==> config.mk <==
export PLATFORM = sky130hd
export DESIGN_NAME = rtcmt_counter
export DESIGN_NICKNAME = d
export VERILOG_FILES = /design/src/inc/rtcmt_pkg.sv /design/src/hw/rtcmt_sync.sv /design/src/hw/rtcmt_prescaler.sv /design/src/hw/rtcmt_counter.sv
export SDC_FILE = /design/constraint.sdc
export NUM_CORES = 1
export LEC_CHECK = 0
export BUFFER_PORTS_ARGS = -buffer_cell sky130_fd_sc_hd__buf_2
export CORE_MARGIN = 2
export CORE_UTILIZATION = 40
export CTS_BUF_LIST = sky130_fd_sc_hd__clkbuf_4 sky130_fd_sc_hd__clkbuf_8
export DETAILED_ROUTE_END_ITERATION = 10
export SLEW_MARGIN = 15
export SYNTH_ARGS = -nofsm -noshare
export SYNTH_HDL_FRONTEND = slang
export SYNTH_SLANG_ARGS = --single-unit
==> constraint.sdc <==
create_clock -name clock -period 5.5 [get_ports clock]
set_clock_uncertainty 0.05 [all_clocks]
set_input_delay 0.275 -clock clock [delete_from_list [all_inputs] [get_ports clock]]
set_output_delay 0.275 -clock clock [all_outputs]
set_load 0.01 [all_outputs]
==> src/inc/rtcmt_pkg.sv <==
// package: register map, field layout, reset values and divider codes of the tick counter
package rtcmt_pkg;
  // register byte offsets on the wishbone bus
  localparam logic [3:0] STATUS_CONTROL_OFFSET = 4'h0;
  localparam logic [3:0] TICK_COUNT_OFFSET = 4'h4;
  localparam logic [3:0] COMPARE_LIMIT_OFFSET = 4'h8;
  // status_control_reg field positions
  localparam int MATCH_FLAG_BIT = 7;
  localparam int SOURCE_SELECT_HI = 6;
  localparam int SOURCE_SELECT_LO = 5;
  localparam int MATCH_IRQ_ENABLE_BIT = 4;
  localparam int DIVIDER_SELECT_HI = 3;
  localparam int DIVIDER_SELECT_LO = 0;
  // reset values
  localparam logic [7:0] COMPARE_LIMIT_RESET = 8'h00;
  localparam logic [7:0] TICK_COUNT_RESET = 8'h00;
  localparam logic [1:0] SOURCE_SELECT_RESET = 2'h0;
  localparam logic [3:0] DIVIDER_SELECT_RESET = 4'h0;
  localparam logic [3:0] DIVIDER_OFF = 4'h0;
  // source select codes
  localparam logic [1:0] SOURCE_LOW_POWER = 2'h0;
  localparam logic [1:0] SOURCE_EXTERNAL = 2'h1;
  // prescaler width: largest divide is 200000
  localparam int PRESCALE_WIDTH = 18;
  // answer for unmapped reads
  localparam logic [31:0] UNMAPPED_READ = 32'h0000_0000;

  // divide value from divider code and source_select bit 0
  function automatic logic [PRESCALE_WIDTH-1:0] rtcmt_divide_value(
    input logic [3:0] code,
    input logic bigSet
  );
    logic [PRESCALE_WIDTH-1:0] val;
    val = '0;
    case ({bigSet, code})
      5'h01: val = 18'h00008;
      5'h02: val = 18'h00020;
      5'h03: val = 18'h00040;
      5'h04: val = 18'h00080;
      5'h05: val = 18'h00100;
      5'h06: val = 18'h00200;
      5'h07: val = 18'h00400;
      5'h08: val = 18'h00001;
      5'h09: val = 18'h00002;
      5'h0a: val = 18'h00004;
      5'h0b: val = 18'h0000a;
      5'h0c: val = 18'h00010;
      5'h0d: val = 18'h00064;
      5'h0e: val = 18'h001f4;
      5'h0f: val = 18'h003e8;
      5'h11: val = 18'h00400;
      5'h12: val = 18'h00800;
      5'h13: val = 18'h01000;
      5'h14: val = 18'h02000;
      5'h15: val = 18'h04000;
      5'h16: val = 18'h08000;
      5'h17: val = 18'h10000;
      5'h18: val = 18'h003e8;
      5'h19: val = 18'h007d0;
      5'h1a: val = 18'h01388;
      5'h1b: val = 18'h02710;
      5'h1c: val = 18'h04e20;
      5'h1d: val = 18'h0c350;
      5'h1e: val = 18'h186a0;
      5'h1f: val = 18'h30d40;
      default: val = '0;
    endcase
    return val;
  endfunction : rtcmt_divide_value
endpackage : rtcmt_pkg

==> src/hw/rtcmt_sync.sv <==
// module: two flip-flop synchroniser plus rising edge detector for one source clock
`timescale 1ns/10ps
`default_nettype none
module rtcmt_sync
  import rtcmt_pkg::*;
(
  input wire logic clock,
  input wire logic arst_n,
  input wire logic asyncIn,
  output logic risePulse
);
  logic stage1_q;
  logic stage2_q;
  logic stage3_q;

  // only stage2 and later are looked at, stage1 may be metastable
  always_ff @(posedge clock or negedge arst_n) begin
    if (!arst_n) begin
      stage1_q <= 1'b0;
      stage2_q <= 1'b0;
      stage3_q <= 1'b0;
    end else begin
      stage1_q <= asyncIn;
      stage2_q <= stage1_q;
      stage3_q <= stage2_q;
    end
  end

  // one-cycle pulse per source rising edge
  assign risePulse = stage2_q & ~stage3_q;
endmodule : rtcmt_sync
`default_nettype wire

==> src/hw/rtcmt_prescaler.sv <==
// module: programmable prescaler counting source edges into one tick per divide period
`timescale 1ns/10ps
`default_nettype none
module rtcmt_prescaler
  import rtcmt_pkg::*;
(
  input wire logic clock,
  input wire logic arst_n,
  input wire logic srcEdge,
  input wire logic run,
  input wire logic clear,
  input wire logic [PRESCALE_WIDTH-1:0] divideValue,
  output logic tick
);
  logic [PRESCALE_WIDTH-1:0] count_q;
  logic lastCount;

  // divide of zero means off
  assign lastCount = (count_q == divideValue - 18'h00001);
  assign tick = run && srcEdge && (divideValue != '0) && lastCount;

  // count source edges; clear wins over everything
  always_ff @(posedge clock or negedge arst_n) begin
    if (!arst_n) begin
      count_q <= '0;
    end else if (clear || divideValue == '0) begin
      count_q <= '0;
    end else if (run && srcEdge) begin
      count_q <= lastCount ? '0 : count_q + 18'h00001;
    end
  end
endmodule : rtcmt_prescaler
`default_nettype wire

==> src/hw/rtcmt_counter.sv <==
// module: wishbone real-time tick counter with selectable source, prescaler and modulo compare
`timescale 1ns/10ps
`default_nettype none
// What this block does
// - one 8-bit up-counter and one 8-bit compare value, clocked via prescaler
// - counter steps at prescaled rate, after equalling compare returns to zero
// - compare value accepts every value from zero to all ones
// - match flag sets on the step from compare value to zero
// - compare of zero sets the flag on every prescaler tick
// - any compare write clears prescaler and counter
// - reset stops counter at zero, compare zero, prescaler off, low power source
// - divider code zero keeps prescaler off; nonzero code starts counting
// - source code 00 low power, 01 external, 1x internal reference
// - writing a different source code clears prescaler and counter
// - writing a different divider code clears prescaler and counter
// - divide value chosen by divider code and source bit 0
// - low power source: codes give 8 ms up to 1.024 s, 1111 gives 1 s
// - external 1 MHz: 0001 gives 1.024 ms, 1000 gives 1 ms, 1111 0.2 s
// - internal 32 kHz: 0001 gives 250 us, or 32 ms with larger set
// - interrupt request while match flag and enable are both set
// - writing one to match flag clears it and withdraws the request
// - writing zero leaves flag; reset clears flag, enable, source, divider
// - binary and decimal divide tables for both halves of the divide set
// - counter readable by software, writes to it ignored
// - counting held during debug halt, resumes unless settings changed
module rtcmt_counter
  import rtcmt_pkg::*;
(
  input wire logic clock,
  input wire logic arst_n,
  input wire logic wb_cyc_i,
  input wire logic wb_stb_i,
  input wire logic wb_we_i,
  input wire logic [3:0] wb_adr_i,
  input wire logic [3:0] wb_sel_i,
  input wire logic [31:0] wb_dat_i,
  output logic [31:0] wb_dat_o,
  output logic wb_ack_o,
  input wire logic lowPowerOscClock,
  input wire logic externalRefClock,
  input wire logic internalRefClock,
  input wire logic debugHalt,
  output logic matchIrq
);
  logic [7:0] tickCount_q;
  logic [7:0] compareLimit_q;
  logic [1:0] sourceSelect_q;
  logic [3:0] dividerSelect_q;
  logic matchIrqEnable_q;
  logic matchFlag_q;
  logic ack_q;
  logic [31:0] readData_q;
  logic irq_q;
  logic debugMeta_q;
  logic debugHalt_q;
  logic lowPowerEdge;
  logic externalEdge;
  logic internalEdge;
  logic srcEdge;
  logic prescaleTick;
  logic access;
  logic writeStrobe;
  logic writeStatus;
  logic writeCompare;
  logic sourceChange;
  logic dividerChange;
  logic clearCounters;
  logic matchEvent;
  logic [7:0] statusByte;
  logic [PRESCALE_WIDTH-1:0] divideValue;

  // each source is asynchronous to the bus clock; sampled then edge detected
  rtcmt_sync lowPowerSync (
    .clock(clock),
    .arst_n(arst_n),
    .asyncIn(lowPowerOscClock),
    .risePulse(lowPowerEdge)
  );

  rtcmt_sync externalSync (
    .clock(clock),
    .arst_n(arst_n),
    .asyncIn(externalRefClock),
    .risePulse(externalEdge)
  );

  rtcmt_sync internalSync (
    .clock(clock),
    .arst_n(arst_n),
    .asyncIn(internalRefClock),
    .risePulse(internalEdge)
  );

  // source mux on synchronised edges, avoids glitchy clock muxing
  always_comb begin
    case (sourceSelect_q)
      SOURCE_LOW_POWER: srcEdge = lowPowerEdge;
      SOURCE_EXTERNAL: srcEdge = externalEdge;
      default: srcEdge = internalEdge;
    endcase
  end

  // debug halt comes from another domain, synchronised too
  always_ff @(posedge clock or negedge arst_n) begin
    if (!arst_n) begin
      debugMeta_q <= 1'b0;
      debugHalt_q <= 1'b0;
    end else begin
      debugMeta_q <= debugHalt;
      debugHalt_q <= debugMeta_q;
    end
  end

  // bus decode; ack is one cycle, so cyc/stb must drop before the next access
  assign access = wb_cyc_i && wb_stb_i && !ack_q;
  assign writeStrobe = access && wb_we_i && wb_sel_i[0];
  assign writeStatus = writeStrobe && (wb_adr_i == STATUS_CONTROL_OFFSET);
  assign writeCompare = writeStrobe && (wb_adr_i == COMPARE_LIMIT_OFFSET);

  // only a differing source or divider code restarts the chain; a compare write always does
  assign sourceChange = writeStatus &&
    (wb_dat_i[SOURCE_SELECT_HI:SOURCE_SELECT_LO] != sourceSelect_q);
  assign dividerChange = writeStatus &&
    (wb_dat_i[DIVIDER_SELECT_HI:DIVIDER_SELECT_LO] != dividerSelect_q);
  assign clearCounters = writeCompare || sourceChange || dividerChange;

  // binary and decimal divide sets, the upper half picked by source bit 0
  assign divideValue = rtcmt_divide_value(dividerSelect_q,
    sourceSelect_q[0]);

  // table covers every period of the four source columns
  rtcmt_prescaler prescaler (
    .clock(clock),
    .arst_n(arst_n),
    .srcEdge(srcEdge),
    .run(!debugHalt_q),
    .clear(clearCounters),
    .divideValue(divideValue),
    .tick(prescaleTick)
  );

  // a match is the tick that takes the count from compare value back to zero
  // with a compare of zero the count never leaves zero, so every tick matches
  assign matchEvent = prescaleTick &&
    (tickCount_q == compareLimit_q);

  // main counter
  always_ff @(posedge clock or negedge arst_n) begin
    if (!arst_n) begin
      tickCount_q <= TICK_COUNT_RESET;
    end else if (clearCounters) begin
      tickCount_q <= TICK_COUNT_RESET;
    end else if (matchEvent) begin
      tickCount_q <= TICK_COUNT_RESET;
    end else if (prescaleTick) begin
      tickCount_q <= tickCount_q + 8'h01;
    end
  end

  // compare register, any byte value allowed
  always_ff @(posedge clock or negedge arst_n) begin
    if (!arst_n) begin
      compareLimit_q <= COMPARE_LIMIT_RESET;
    end else if (writeCompare) begin
      compareLimit_q <= wb_dat_i[7:0];
    end
  end

  // control fields of status_control_reg
  always_ff @(posedge clock or negedge arst_n) begin
    if (!arst_n) begin
      sourceSelect_q <= SOURCE_SELECT_RESET;
      dividerSelect_q <= DIVIDER_SELECT_RESET;
      matchIrqEnable_q <= 1'b0;
    end else if (writeStatus) begin
      sourceSelect_q <= wb_dat_i[SOURCE_SELECT_HI:SOURCE_SELECT_LO];
      dividerSelect_q <= wb_dat_i[DIVIDER_SELECT_HI:DIVIDER_SELECT_LO];
      matchIrqEnable_q <= wb_dat_i[MATCH_IRQ_ENABLE_BIT];
    end
  end

  // match flag: set beats the write-one clear so no event is lost
  always_ff @(posedge clock or negedge arst_n) begin
    if (!arst_n) begin
      matchFlag_q <= 1'b0;
    end else if (matchEvent) begin
      matchFlag_q <= 1'b1;
    end else if (writeStatus && wb_dat_i[MATCH_FLAG_BIT]) begin
      matchFlag_q <= 1'b0;
    end
  end

  // request registered one cycle after flag and enable
  always_ff @(posedge clock or negedge arst_n) begin
    if (!arst_n) begin
      irq_q <= 1'b0;
    end else begin
      irq_q <= matchFlag_q && matchIrqEnable_q;
    end
  end

  assign statusByte = {matchFlag_q, sourceSelect_q, matchIrqEnable_q, dividerSelect_q};

  // read data and ack; counter register is read only
  always_ff @(posedge clock or negedge arst_n) begin
    if (!arst_n) begin
      ack_q <= 1'b0;
      readData_q <= UNMAPPED_READ;
    end else begin
      ack_q <= access;
      if (access && !wb_we_i) begin
        case (wb_adr_i)
          STATUS_CONTROL_OFFSET: readData_q <= {24'h000000, statusByte};
          TICK_COUNT_OFFSET: readData_q <= {24'h000000, tickCount_q};
          COMPARE_LIMIT_OFFSET: readData_q <= {24'h000000, compareLimit_q};
          default: readData_q <= UNMAPPED_READ;
        endcase
      end
    end
  end

  assign wb_ack_o = ack_q;
  assign wb_dat_o = readData_q;
  assign matchIrq = irq_q;
endmodule : rtcmt_counter
`default_nettype wire

* Yosys cells after proc, flatten, opt, wreduce, memory -nomap -nowiden
Memories as Yosys holds them, arrays and structs flattened.
Cells that the tools add are included.
Widths: inputs -> output; s select.
** Word-level totals
- Register bits :: 87
- Bits in read-only memories :: 576
- Input port bits :: 49
- Output and inout port bits :: 34
- Logic and storage cells :: 76
- Memories kept :: 1
** Memories
- (no name shown) :: depth 32, width 18, rd ports 1, clocked after Yosys merged registers in 0, wr ports 0, line rtcmt_pkg.sv:35 : case ({bigSet, code})
** Cells by class
- $add $sub $neg :: 3
- Eq/ne operators :: 7
- Mux-type cells :: 10
- Bitwise logic cells :: 6
- Reductions and logical operators :: 28
** Operator list (number)
- $mux 18 :: 3
- $mux 8 :: 3
- $pmux 8 s3 :: 1
- $add 18x1->18 const B :: 1
- $eq 18x18->1 :: 1
- $logic_not 18->1 :: 1
- $reduce_bool 18->1 :: 1
- $sub 18x1->18 const B :: 1
- $logic_and 1x1->1 :: 15
- $add 8x1->8 const B :: 1
- $eq 8x8->1 :: 1
- $eq 4x3->1 const B :: 1
- $eq 4x4->1 const B :: 1
- $logic_not 4->1 :: 1
- $ne 4x4->1 :: 1
- $reduce_bool 2->1 :: 2
- $and 1x1->1 :: 3
- $logic_not 1->1 :: 3
- $logic_or 1x1->1 :: 3
- $not 1->1 :: 3
- $reduce_bool 3->1 :: 1
- $eq 2x1->1 const B :: 1
- $logic_not 2->1 :: 1
- $mux 1 :: 2
- 2 further kinds :: 2

* Logic depth before layout (Yosys ltp)
Gate-level depths: netlist (run 1).
- Depth in word-level cells :: 10
- Mapped depth :: 17
- Gate-level depth less buffers :: 13

* Modules after synthesis
A second synthesis (run 1) with hierarchy kept.
** Second synthesis, totals
- Cell total of the unflattened synthesis :: 475
- Area, all modules :: 4386.7 sq um
** By module, submodules not included
- rtcmt_counter :: instances 1, cells each 263, area an instance 2478.6 sq um, seq. area each 900.9 sq um
- rtcmt_prescaler :: instances 1, cells each 200, area an instance 1641.6 sq um, seq. area each 450.4 sq um
- rtcmt_sync :: instances 3, cells each 4, area an instance 88.8 sq um, seq. area each 75.1 sq um

* Worst setup path before layout (run 1)
No wires, ideal clock.
- Kind :: flip-flop to flip-flop
- From :: register dividerSelect_q[0]
- To :: register prescaler.count_q[16]
- Arrival :: 3.977 ns
- Data required time :: 5.324 ns
- Path slack :: 1.346 ns
- Stages on the path, launching flop included :: 18
- Period minus slack after synthesis :: 4.154 ns
- Cell sequence :: dfrtp_1 > buf_2 > inv_1 > ha_1 > clkbuf_1 > nor4bb_1 > a211oi_2 > o211ai_1 > or4_1 > buf_2 > nor2b_1 > or4_1 > a311o_1 > nor4_4 > buf_6 > buf_6 > nor2_1 > a221o_1
** On the way
- Word-level cells in the longest chain between the ends :: 6
- Elaborated cells on any way between the ends :: 12
** RTL lines
- start: declaration :: line rtcmt_counter.sv:48 : logic [3:0] dividerSelect_q;
- start signal: assignment :: line rtcmt_counter.sv:177 : dividerSelect_q <= wb_dat_i[DIVIDER_SELECT_HI:DIVIDER_SELECT_LO];
- $mem_v2 32x18
- $sub 18x1->18 :: line rtcmt_prescaler.sv:19 : assign lastCount = (count_q == divideValue - 18'h00001);
- $eq 18x18->1 :: line rtcmt_prescaler.sv:19
- $mux 18 :: line rtcmt_prescaler.sv:29 : count_q <= lastCount ? '0 : count_q + 18'h00001;
- $mux 18 :: line rtcmt_prescaler.sv:28 : end else if (run && srcEdge) begin
- $mux 18 :: line rtcmt_prescaler.sv:26 : end else if (clear || divideValue == '0) begin
- end signal: assignment :: line rtcmt_prescaler.sv:29
- end: declaration :: line rtcmt_prescaler.sv:15 : logic [PRESCALE_WIDTH-1:0] count_q;
Several ways; a longest one is shown, not always the timed one. The select of a mux whose other input is x is not followed.
A chain may end at the register's enable or synchronous reset.

* Final worst setup path (run 1)
- From :: register dividerSelect_q[0]
- To :: register prescaler.count_q[5]
Same word-level chain as after synthesis.

==> results of run 1 <==
-- through the flow --
step / std cells / hold WS [ps] / util / area, µm² / power, mW
finish: 687 / 10.7 / 0.441 / 5000 / 1.30
global route: 687 / 77.8 / 0.441 / 5000 / 1.38
CTS: 687 / 53.6 / 0.440 / 4980 / 1.31
detailed placement: 667 / 293 / 0.417 / 4720 / 0.839
global placement: 667 / 282 / 0.417 / 4720 / 0.831
floorplan: 545 / -70.6 / - / 4690 / 0.776
-- path summary, 6_finish.rpt --
| kind | start | end | slack, ps | cells past startpoint |
|---|---|---|---|---|
| max | dividerSelect_q[0] | prescaler.count_q[5] | 600 | 13 |
| min | arst_n | lowPowerSync.stage2_q | 10 | 2 |
| max reg2reg | dividerSelect_q[0] | prescaler.count_q[5] | 600 | 13 |
| min reg2reg | internalSync.stage1_q | internalSync.stage2_q | 300 | 0 |
| max in group asynchronous | arst_n | prescaler.count_q[2] | 4810 | 2 |
| min in group clock | wb_dat_i[7] | compareLimit_q[7] | 110 | 2 |
-- area by class of cell --
| type | count | area, µm² |
|---|---|---|
| Inverter | 9 | 33.8 |
| Fill cell | 1156 | 6320 |
| Sequential cell | 63 | 1580 |
| Clock buffer | 11 | 145 |
| Clock inverter | 5 | 81.3 |
| Timing Repair Buffer | 40 | 233 |
| Multi-Input combinational cell | 416 | 2750 |
| Tap cell | 143 | 179 |
-- what timing repair did --
item,4_1_cts,5_1_grt
hold buffers,4,0
endpoints found under the hold margin,4,0
setup buffers,0,0
-- power by group through the flow --
stage                     Sequential (mW)  Combinational, mW  Clock (mW)
after floorplan                     0.511              0.265           0
after global placement              0.531              0.300           0
after detailed placement            0.532              0.307           0
after CTS                           0.524              0.310       0.481
after global routing                0.529              0.351       0.501
final                               0.524              0.315       0.466
-- per-layer routing --
| layer | wire, µm | part of all wire | vias to the layer above |
|---|---|---|---|
| met4 | 170 | 0.016 | 0 |
| li1 | - | - | 1869 |
| met1 | 5080 | 0.48 | 1880 |
| met2 | 5110 | 0.48 | 58 |
| met3 | 327 | 0.031 | 14 |
| met5 | 0 | 0 | - |
-- critical path: cells and delay by family (launching register included) --
kind | cells | cell delay, ps
AOI/OAI and AO/OA | 4 | 1200
adders and majority gates | 1 | 350
buffers and inverters | 2 | 510
DFF | 1 | 580
and+or+nand+nor | 6 | 2100
-- synthesized netlist by cell type (6+ instances only) --
cell and number:
buf_4 27, nor2_1 58, or3_1 12, mux2_2 15
inv_1 9, or2_2 6, dfrtp_1 63, clkbuf_1 13
xor2_1 16, xnor2_1 19, nor2b_1 11, and2_1 8
ha_1 8, nand4_1 6, a22o_1 11, buf_2 9
nand3_1 25, o211ai_1 7, nand2b_1 8, nor4bb_1 6
mux2i_1 11, a221o_1 15, o21ai_0 17, nand2_1 51
-- flip-flops by register name (all words and copies together) (netlist names), 2 cells and up --
name	count
compareLimit_q	8
dividerSelect_q	4
prescaler.count_q	18
sourceSelect_q	2
tickCount_q	8
wb_dat_o	8
-- logic make-up after synthesis --
logic type | Yosys count
other | 1
buffers and inverters | 66
AO/OA/AOI/OAI | 99
multiplexers | 26
adder cells (fa/ha/maj) | 8
flip-flops | 63
XOR/XNOR | 35
AND/OR/NAND/NOR | 224
==> summary.md, run 1 <==
| Metric | Value |
|---|---|
| Asr flop ratio synth | `1.00` |
| Count of final hold-check violations | `0` |
| Clock sinks | `between 60 and 70` |
| Setup Crit Path Kind | `reg -> reg` |
| CTS tree | `done` |
| RSZ-0062 raised after global routing | `false` |
| Maxcap violations | `0` |
| Clock Power Share | `0.357` |
| Setup TNS | `0 ps` |
| Detail Placement HPWL | `between 7000 and 8000 µm` |
| Power density over cell area | `roughly 260 nW/µm²` |
| Maximum vdd drop | `around 0.00027 V` |
| Seq/Total Area, Yosys | `0.343` |
| Number of flops mapped to enable cells by yosys | `0` |
| Met3 Usage GRT | `0.0426` |
| Reg clk slew, reported paths | `~70 ps` |
| Status | `complete, no violations` |
| Worst-path maximum fanout | `15` |
| Area Overhead vs Synth | `8.59%` |
| Num rows | `39` |
| Mux cell area share after synthesis | `0.0606` |
| GRT Overall Usage | `0.183` |
| Setup violations, final | `0` |
| Met1 GRT Util | `0.246` |
| Most used DFF post-synth | `dfrtp_1` |
| Ant diodes | `0` |
| Initial antenna violation count | `0` |
| Iter 0 DRT Violations | `~240` |
| Fmax | `0.204 GHz` |
| Fin. max-slew vios | `0` |
| Syn. warnings | `0` |
| Clk_lat worst skew | `370 ps` |
| Compound-Gate Fraction of Synth Area | `0.168` |
| Starting Density | `0.406` |
| Drt drc | `0` |
| P_sw | `0.423 mW` |
| Commonest non-fill, non-tap cell in the layout | `dfrtp_1` |
| Die Area | `12,400 µm²` |
| Setup crit end kind | `flop` |
| Drt via density | `~5.6` |
| Sequential Power Share | `0.402` |
| Global-route layer with the greatest usage | `met2` |
| Vias in the first global route | `~3,700` |
| Top Ports | `just over 80` |
| Port bufs | `31` |
| First-pass GRT wire length | `around 18,000 µm` |
| DP Worst Slack | `between 600 and 700 ps` |
| Crit-path cells | `inv_1, ha_1, nor4bb_1, a211oi_2, o211ai_1, or4_1, nor2b_1, or4_1, a311o_1, nor4_4, buf_4, nor4bb_1, a221o_1` |
| Syn Inst Count | `522` |
| Nets | `around 600` |
| Drt pass-1 iters | `5` |
| Post-synthesis register bit count | `63` |
| Critical path's slowest cell | `or4_1` |
| Core area | `11,300 µm²` |
| Die Wd | `111 µm` |
| Leakage | `approximately 2.2 nW` |
| Mean Syn Cell Area | `8.82 µm²` |
| Inserted Clock Buffers | `9` |
| Final GP Congestion | `about 0.84` |
| XOR/XNOR Fraction of Synth Area | `0.0666` |
| Chip height | `approximately 110 µm` |
| CP peak stage delay | `between 700 and 800 ps` |
| Synth top area cells | `dfrtp_1 (34%), nor2_1 (4.7%), buf_4 (4.4%)` |
| Worst min path class | `in -> async` |
| Slew HR | `0.312` |
| Most frequent cells in the layout | `dfrtp_1 (63), nor2_1 (58), nand2_1 (51)` |
| P_int | `just under 0.9 mW` |
| Net Sw Frac | `0.324` |
| Simple-gate portion of the synthesized area | `0.256` |
| Proportion of layout cells with a drive suffix above 1 | `0.149` |
| Slew @ Worst Pin | `1030 ps` |
| Final period util | `0.892` |
| Final Critical Period | `roughly 5000 ps` |
| Worst Setup Start Kind | `flop` |
| Top-area cell type share of the netlist area | `0.343` |
| CTS HTree Levels | `3` |
| Worst path required time | `5700 ps` |
| Post-synth top area cell | `dfrtp_1` |
| Total wire length | `~11,000 µm` |
| Routing usage on met2 | `0.287` |
| Via count | `3,821` |
| Post-synth cell types | `67` |
| Routed Antenna Nets | `0` |
| Longest Clk Path Bufs | `2` |
| Worst setup margin | `about 600 ps` |
| Gate power share | `0.242` |
| Main combinational cell family by area after synthesis | `simple AND/OR/NAND/NOR gates` |
| CTS Root Buffer Type | `clkbuf_8` |
| WL/cell | `between 15 and 20 µm` |
| Synth Area in Adders | `0.0218` |
| Total gr overflow | `0` |
| Post_cts resized | `0` |
| Largest net degree at the start of global routing | `64` |
| Critical Path AT | `approximately 5100 ps` |
| Synthesized area | `around 4600 µm²` |
Power figures use the tool's default switching activity.
==> inputs of run 2 (changes only) <==
--- a/config.mk
+++ b/config.mk
@@ -5,6 +5,7 @@
 export SDC_FILE = /design/constraint.sdc
 export NUM_CORES = 1
 export LEC_CHECK = 0
+export ABC_AREA = 1
 export BUFFER_PORTS_ARGS = -buffer_cell sky130_fd_sc_hd__buf_2
 export CORE_MARGIN = 2
 export CORE_UTILIZATION = 40
@@ -13,4 +14,5 @@
 export SLEW_MARGIN = 15
 export SYNTH_ARGS = -nofsm -noshare
 export SYNTH_HDL_FRONTEND = slang
+export SYNTH_HIERARCHICAL = 1
 export SYNTH_SLANG_ARGS = --single-unit
==> summary.md, run 2 <==
| Metric | Value |
|---|---|
| Drt via density | `4.97 (was 5.56)` |
| Clock sinks | `63 (unchanged)` |
| Setup crit end kind | `flop (unchanged)` |
| Postcts setup bufs | `0 (unchanged)` |
| Post-synth top area cell | `dfrtp_1 (unchanged)` |
| Leakage | `2.68 nW (was 2.24 nW)` |
| Final GP Congestion | `0.910 (was 0.837)` |
| Setup Crit Path Kind | `reg -> reg (unchanged)` |
| Reg with most FFs | `prescaler/count_q (was prescaler.count_q)` |
| Design Area, Final | `5320 µm² (was 5000 µm²)` |
| Top-count cell post-synth | `nand2_1 (was dfrtp_1)` |
| P_int | `0.851 mW (was 0.882 mW)` |
| Iter 0 DRT Violations | `281 (was 236)` |
| CTS Root Buffer Type | `clkbuf_8 (unchanged)` |
| P_sw | `0.392 mW (was 0.423 mW)` |
| Final Critical Period | `4390 ps (was 4900 ps)` |
| Seq/Total Area, Yosys | `0.323 (was 0.343)` |
| Detail Placement HPWL | `8520 µm (was 7680 µm)` |
| Clk_lat worst skew | `350 ps (was 370 ps)` |
| Synth top area cells | `dfrtp_1 (32%), nand2_1 (16%), inv_1 (5.8%) (was dfrtp_1 (34%), nor2_1 (4.7%), buf_4 (4.4%))` |
| Drt pass-1 iters | `5 (unchanged)` |
| Longest Clk Path Bufs | `2 (unchanged)` |
| Drt drc | `0 (unchanged)` |
| Worst setup margin | `1110 ps (was 596 ps)` |
| R2R setup slack | `1110 ps (was 600 ps)` |
| Slew @ Worst Pin | `855 ps (was 1030 ps)` |
| Maximum vdd drop | `0.000140 V (was 0.000272 V)` |
| Total power | `1.24 mW (was 1.30 mW)` |
| Total gr overflow | `0 (unchanged)` |
| Largest register FFs | `18 (unchanged)` |
| Largest net degree at the start of global routing | `64 (unchanged)` |
| Most frequent cells in the layout | `nand2_1 (206), inv_1 (76), nor2_1 (72) (was dfrtp_1 (63), nor2_1 (58), nand2_1 (51))` |
| Top Ports | `83 (unchanged)` |
| Status | `complete, no violations (unchanged)` |
| Number of flops mapped to enable cells by yosys | `0 (unchanged)` |
| Final period util | `0.798 (was 0.892)` |
| Fmax | `0.228 GHz (was 0.204 GHz)` |
| R2R depth | `18 (was 13)` |
| Slew HR | `0.427 (was 0.312)` |
| Synth top cells by count | `nand2_1 (206), inv_1 (76), nor2_1 (72), dfrtp_1 (63), o21ai_0 (52) (was dfrtp_1 (63), nor2_1 (58), nand2_1 (51), buf_4 (27), nand3_1 (25))` |
| Syn Inst Count | `707 (was 522)` |
| Gate power share | `0.218 (was 0.242)` |
| Clock Power Share | `0.381 (was 0.357)` |
| Vias in the first global route | `4,200 (was 3,681)` |
| Asr flop ratio synth | `1.00 (unchanged)` |
| Net Sw Frac | `0.316 (was 0.324)` |
| Chip height | `115 µm (was 111 µm)` |
| Setup TNS | `0 ps (unchanged)` |
| Synthesized area | `4890 µm² (was 4600 µm²)` |
| WL/cell | `12.9 µm (was 15.6 µm)` |
| Worst R2R Start | `sourceSelect_q[0] (was dividerSelect_q[0])` |
| Initial antenna violation count | `0 (unchanged)` |
| Worst path required time | `5690 ps (was 5700 ps)` |
| Mean Syn Cell Area | `6.91 µm² (was 8.82 µm²)` |
| GRT Overall Usage | `0.189 (was 0.183)` |
| Post-synthesis register bit count | `63 (unchanged)` |
| Fin. max-slew vios | `0 (unchanged)` |
| Core area | `12,000 µm² (was 11,300 µm²)` |
| Setup violations, final | `0 (unchanged)` |
| Commonest non-fill, non-tap cell in the layout | `nand2_1 (was dfrtp_1)` |
| Nets | `795 (was 596)` |
| CTS HTree Levels | `3 (unchanged)` |
| Layout Utilization | `0.445 (was 0.441)` |
| Top-area cell type share of the netlist area | `0.323 (was 0.343)` |
| Maxcap violations | `0 (unchanged)` |
| DP Worst Slack | `1250 ps (was 618 ps)` |
| Reg clk slew, reported paths | `80 ps (was 70 ps)` |
| Sequential Power Share | `0.401 (was 0.402)` |
| Worst min path class | `in -> async (unchanged)` |
| Die Area | `13,100 µm² (was 12,400 µm²)` |
| Count of final hold-check violations | `0 (unchanged)` |
| Proportion of layout cells with a drive suffix above 1 | `0.150 (was 0.149)` |
| Ant diodes | `0 (unchanged)` |
| Area Overhead vs Synth | `8.83% (was 8.59%)` |
| Inserted Clock Buffers | `9 (unchanged)` |
| First-pass GRT wire length | `19,800 µm (was 18,300 µm)` |
| Power density over cell area | `234 nW/µm² (was 261 nW/µm²)` |
| Via count | `4,417 (was 3,821)` |
| RSZ-0062 raised after global routing | `false (unchanged)` |
| Routed Antenna Nets | `0 (unchanged)` |
| Reg-to-reg endpoint | `tickCount_q[2] (was prescaler.count_q[5])` |
| Total wire length | `11,500 µm (was 10,700 µm)` |
| Critical Path AT | `4570 ps (was 5100 ps)` |
| Port bufs | `31 (unchanged)` |
| Worst-path maximum fanout | `19 (was 15)` |
| Most used DFF post-synth | `dfrtp_1 (unchanged)` |
| Post-synth cell types | `44 (was 67)` |
| Num rows | `40 (was 39)` |
| DP Area | `5050 µm² (was 4720 µm²)` |
| CTS tree | `done (unchanged)` |
| Worst Setup Start Kind | `flop (unchanged)` |
| Die Wd | `115 µm (was 111 µm)` |
| Starting Density | `0.409 (was 0.406)` |
| Syn. warnings | `6 (was 0)` |
==> run 2: cell count changes after synthesis, moves of 15 or more <==
cell / change
a221o_1: -15
inv_1: +67
mux2_2: -15
nand2_1: +155
nand3_1: +22
o21ai_0: +35
==> run 2: cell type report <==
cell class,count,area (µm²)
clock buffer,12,165
clock inverter,3,65.1
fill,1233,6640
inverter,84,315
multi-input combinational,543,2800
sequential,63,1580
tap,147,184
timing repair buffer,37,210
==> run 2: cell families (layout without fill, tap and decap cells) <==
logic type               count (synthesis)  count (layout)  synth area share
XOR/XNOR                                33              33            0.0607
AO/OA/AOI/OAI                           88              88             0.105
flip-flops                              63              63             0.323
adder cells (fa/ha/maj)                  8               8            0.0205
other                                    1              24          0.000767
AND/OR/NAND/NOR                        390             390             0.368
buffers and inverters                  124             136             0.122
==> run 2: how the worst max path moves through the flow <==
stage	start	end	slack, ps	cells past startpoint
finish	sourceSelect_q[0]	tickCount_q[2]	1110	18
detailed placement	sourceSelect_q[0]	tickCount_q[5]	1250	18
global placement	sourceSelect_q[0]	tickCount_q[4]	1310	18
floorplan	dividerSelect_q[0]	tickCount_q[2]	2480	19
global route	sourceSelect_q[0]	tickCount_q[2]	860	18
CTS	sourceSelect_q[0]	tickCount_q[5]	1210	18
==> run 2: worst max-delay path, stage by stage (launching register included) <==
cell and delay (ps):
dfrtp_1 750, nand2_1 250, inv_1 230, o21ai_0 150, o21ai_0 440, nor2_1 120
nand2_1 160, nor2_4 80, nand2_2 80, nand3_1 70, nand2_1 110, nand2_1 70
nor2_2 120, nand3_4 60, buf_4 220, nor3_2 720, inv_1 330, nand3_1 180
nand2_1 60
==> run 2: what timing repair did <==
item,CTS,global route
hold buffers,4,0
gates resized for setup,0,0
endpoints found under the setup margin,0,0
endpoints found under the hold margin,4,0
==> run 2: per-layer routing <==
metal | wire length, µm | global-route usage | up-vias
met1 | 5770 | 0.270 | 2040
met2 | 5120 | 0.290 | 113
met5 | 0 | 0 | -
li1 | - | - | 2251
met3 | 375 | 0.0238 | 13
met4 | 227 | 0.0764 | 0
==> run 2: stage by stage <==
stage                     hold slack (ps)  instances
after floorplan                     -70.6        730
after global placement                283        870
after detailed placement              285        870
after CTS                            81.0        889
after global routing                  122        889
final                                34.8        889
==> run 2: power groups by stage <==
stage / Clock, mW / Combinational [mW] / Sequential, mW
global placement: 0 / 0.261 / 0.507
detailed placement: 0 / 0.267 / 0.507
CTS: 0.488 / 0.270 / 0.498
floorplan: 0 / 0.221 / 0.499
global route: 0.508 / 0.310 / 0.501
finish: 0.474 / 0.271 / 0.499
==> inputs of run 3 (changes only) <==
==> constraint.sdc (replaced) <==
create_clock -name clock -period 3.85 [get_ports clock]
set_clock_uncertainty 0.05 [all_clocks]
set_input_delay 0.1925 -clock clock [delete_from_list [all_inputs] [get_ports clock]]
set_output_delay 0.1925 -clock clock [all_outputs]
set_load 0.01 [all_outputs]
==> summary.md, run 3 (synthesized netlist as in run 2, its figures left out) <==
| Metric | Value |
|---|---|
| Status | `complete, no violations (unchanged)` |
| Total wire length | `11,800 µm (was 11,500 µm)` |
| Leakage | `2.71 nW (was 2.68 nW)` |
| Worst path required time | `4040 ps (was 5690 ps)` |
| Total power | `1.76 mW (was 1.24 mW)` |
| Setup crit end kind | `flop (unchanged)` |
| Core area | `12,000 µm² (unchanged)` |
| GRT Overall Usage | `0.190 (was 0.189)` |
| CTS HTree Levels | `3 (unchanged)` |
| Largest register FFs | `18 (unchanged)` |
| Drt drc | `0 (unchanged)` |
| Clk_lat worst skew | `360 ps (was 350 ps)` |
| Drt pass-1 iters | `5 (unchanged)` |
| Setup violations, final | `0 (unchanged)` |
| Fin cells | `896 (was 889)` |
| Setup TNS | `0 ps (unchanged)` |
| Num rows | `40 (unchanged)` |
| Hold EP | `wb_ack_o` |
| Area Overhead vs Synth | `9.70% (was 8.83%)` |
| Count of final hold-check violations | `0 (unchanged)` |
| Slew @ Worst Pin | `822 ps (was 855 ps)` |
| Proportion of layout cells with a drive suffix above 1 | `0.156 (was 0.150)` |
| Layout Utilization | `0.448 (was 0.445)` |
| Via count | `4,494 (was 4,417)` |
| Postcts setup bufs | `0 (unchanged)` |
| Initial antenna violation count | `0 (unchanged)` |
| Top Ports | `83 (unchanged)` |
| Longest Clk Path Bufs | `2 (unchanged)` |
| Final Critical Period | `3440 ps (was 4390 ps)` |
| Vias in the first global route | `4,217 (was 4,200)` |
| CTS tree | `done (unchanged)` |
| Inserted Clock Buffers | `9 (unchanged)` |
| Setup Crit Path Kind | `reg -> reg (unchanged)` |
| Net Sw Frac | `0.334 (was 0.316)` |
| RSZ-0062 raised after global routing | `false (unchanged)` |
| Reg clk slew, reported paths | `80 ps (about the same)` |
| Worst-path maximum fanout | `10 (was 19)` |
| Largest net degree at the start of global routing | `36 (was 64)` |
| Final GP Congestion | `0.845 (was 0.910)` |
| Clock sinks | `63 (unchanged)` |
| Chip height | `115 µm (unchanged)` |
| Gate power share | `0.225 (was 0.218)` |
| R2R setup slack | `410 ps (was 1110 ps)` |
| P_sw | `0.588 mW (was 0.392 mW)` |
| Drt via density | `5.02 (was 4.97)` |
| Clock Power Share | `0.372 (was 0.381)` |
| Detail Placement HPWL | `8870 µm (was 8520 µm)` |
| Worst min path class | `in -> reg (was in -> async)` |
| Ant diodes | `0 (unchanged)` |
| WL/cell | `13.1 µm (was 12.9 µm)` |
| Reg-to-reg endpoint | `tickCount_q[1] (was tickCount_q[2])` |
| P_int | `1.17 mW (was 0.851 mW)` |
| Starting Density | `0.409 (unchanged)` |
| Commonest non-fill, non-tap cell in the layout | `nand2_1 (unchanged)` |
| Nets | `801 (was 795)` |
| Maximum vdd drop | `0.000151 V (was 0.000140 V)` |
| Routed Antenna Nets | `0 (unchanged)` |
| Fin. max-slew vios | `0 (unchanged)` |
| Placed cells | `875 (was 870)` |
| Die Area | `13,100 µm² (unchanged)` |
| Hold path startpoint | `wb_stb_i` |
| Worst Setup Start Kind | `flop (unchanged)` |
| Most frequent cells in the layout | `nand2_1 (206), inv_1 (76), nor2_1 (72) (unchanged)` |
| Fmax | `0.291 GHz (was 0.228 GHz)` |
| First-pass GRT wire length | `20,000 µm (was 19,800 µm)` |
| Maxcap violations | `0 (unchanged)` |
| Sequential Power Share | `0.403 (was 0.401)` |
| CTS Root Buffer Type | `clkbuf_8 (unchanged)` |
| Critical Path AT | `3630 ps (was 4570 ps)` |
| R2R depth | `16 (was 18)` |
| Final period util | `0.893 (was 0.798)` |
| Die Wd | `115 µm (unchanged)` |
| Hold path depth | `3` |
| Iter 0 DRT Violations | `283 (was 281)` |
| Reg with most FFs | `prescaler/count_q (unchanged)` |
| WHS | `18.4 ps (was 34.8 ps)` |
| Power density over cell area | `329 nW/µm² (was 234 nW/µm²)` |
| Slew HR | `0.452 (was 0.427)` |
| Worst R2R Start | `dividerSelect_q[0] (was sourceSelect_q[0])` |
| Total gr overflow | `0 (unchanged)` |
| Port bufs | `31 (unchanged)` |
[run 3: cell types whose count changed in the layout (fill, tap and decap cells not counted)]
cell | before | now
buf_4 | 2 | 7
clkbuf_8 | 12 | 9
clkinv_2 | 1 | 2
clkinv_4 | 0 | 1
clkinvlp_4 | 0 | 1
dlygate4sd3_1 | 4 | 5
inv_6 | 0 | 1
nor3_2 | 1 | 0
nor3_4 | 0 | 1
o21ai_0 | 52 | 51
o21ai_1 | 2 | 3
[run 3: repair_timing]
action | CTS | global route
hold buffers | 5 | 0
setup endpoints to repair | 0 | 8
endpoints found under the hold margin | 38 | 0
resized for setup | 0 | 2
[run 3: worst max-delay path, cell delays in order, from the launching register on]
cell and delay [ps]:
dfrtp_1 520, inv_1 180, ha_1 280, o21ai_0 330, a31oi_1 250, nor2_2 190, nand2_1 100, nor2_1 210
nand3_1 100, nand3_1 100, nand2_1 90, nor2_4 100, nand3_4 110, nor3_4 310, inv_1 220, nand3_1 130
nand2_1 60
[run 3: area by class of cell]
class | instances | area, µm²
clock buffer | 9 | 124
clock inverter | 7 | 95.1
fill | 1212 | 6600
inverter | 84 | 315
multi-input combinational | 543 | 2810
sequential | 63 | 1580
tap | 147 | 184
timing repair buffer | 43 | 258
[run 3: metrics by stage]
stage | area, µm² | worst slack [ps]
detailed placement | 5090 | 287
global route | 5360 | 105
floorplan | 4970 | 833
global placement | 5090 | 317
finish | 5360 | 412
CTS | 5360 | 251
[run 3: worst max path at each step]
stage / from / slack, ps / to / cells after the start
after floorplan: dividerSelect_q[0] / 830 / tickCount_q[2] / 19
after global placement: dividerSelect_q[0] / 320 / tickCount_q[7] / 16
after detailed placement: dividerSelect_q[0] / 290 / tickCount_q[4] / 16
after CTS: dividerSelect_q[0] / 250 / tickCount_q[2] / 16
after global routing: dividerSelect_q[0] / 110 / tickCount_q[2] / 18
final: dividerSelect_q[0] / 410 / tickCount_q[1] / 16
[run 3: power groups by stage]
stage | combinational, mW | clock [mW] | sequential [mW]
6_report | 0.397 | 0.655 | 0.710
5_1_grt | 0.447 | 0.696 | 0.714
4_1_cts | 0.396 | 0.673 | 0.710
3_5_place_dp | 0.390 | 0 | 0.723
3_3_place_gp | 0.382 | 0 | 0.722
2_1_floorplan | 0.316 | 0 | 0.714
[run 3: per-layer routing]
layer / vias to the layer above / wire, µm / GRT usage
li1: 2271 / - / -
met1: 2069 / 5700 / 0.263
met2: 136 / 5220 / 0.304
met3: 18 / 644 / 0.0339
met4: 0 / 191 / 0.0545
met5: - / 0 / 0
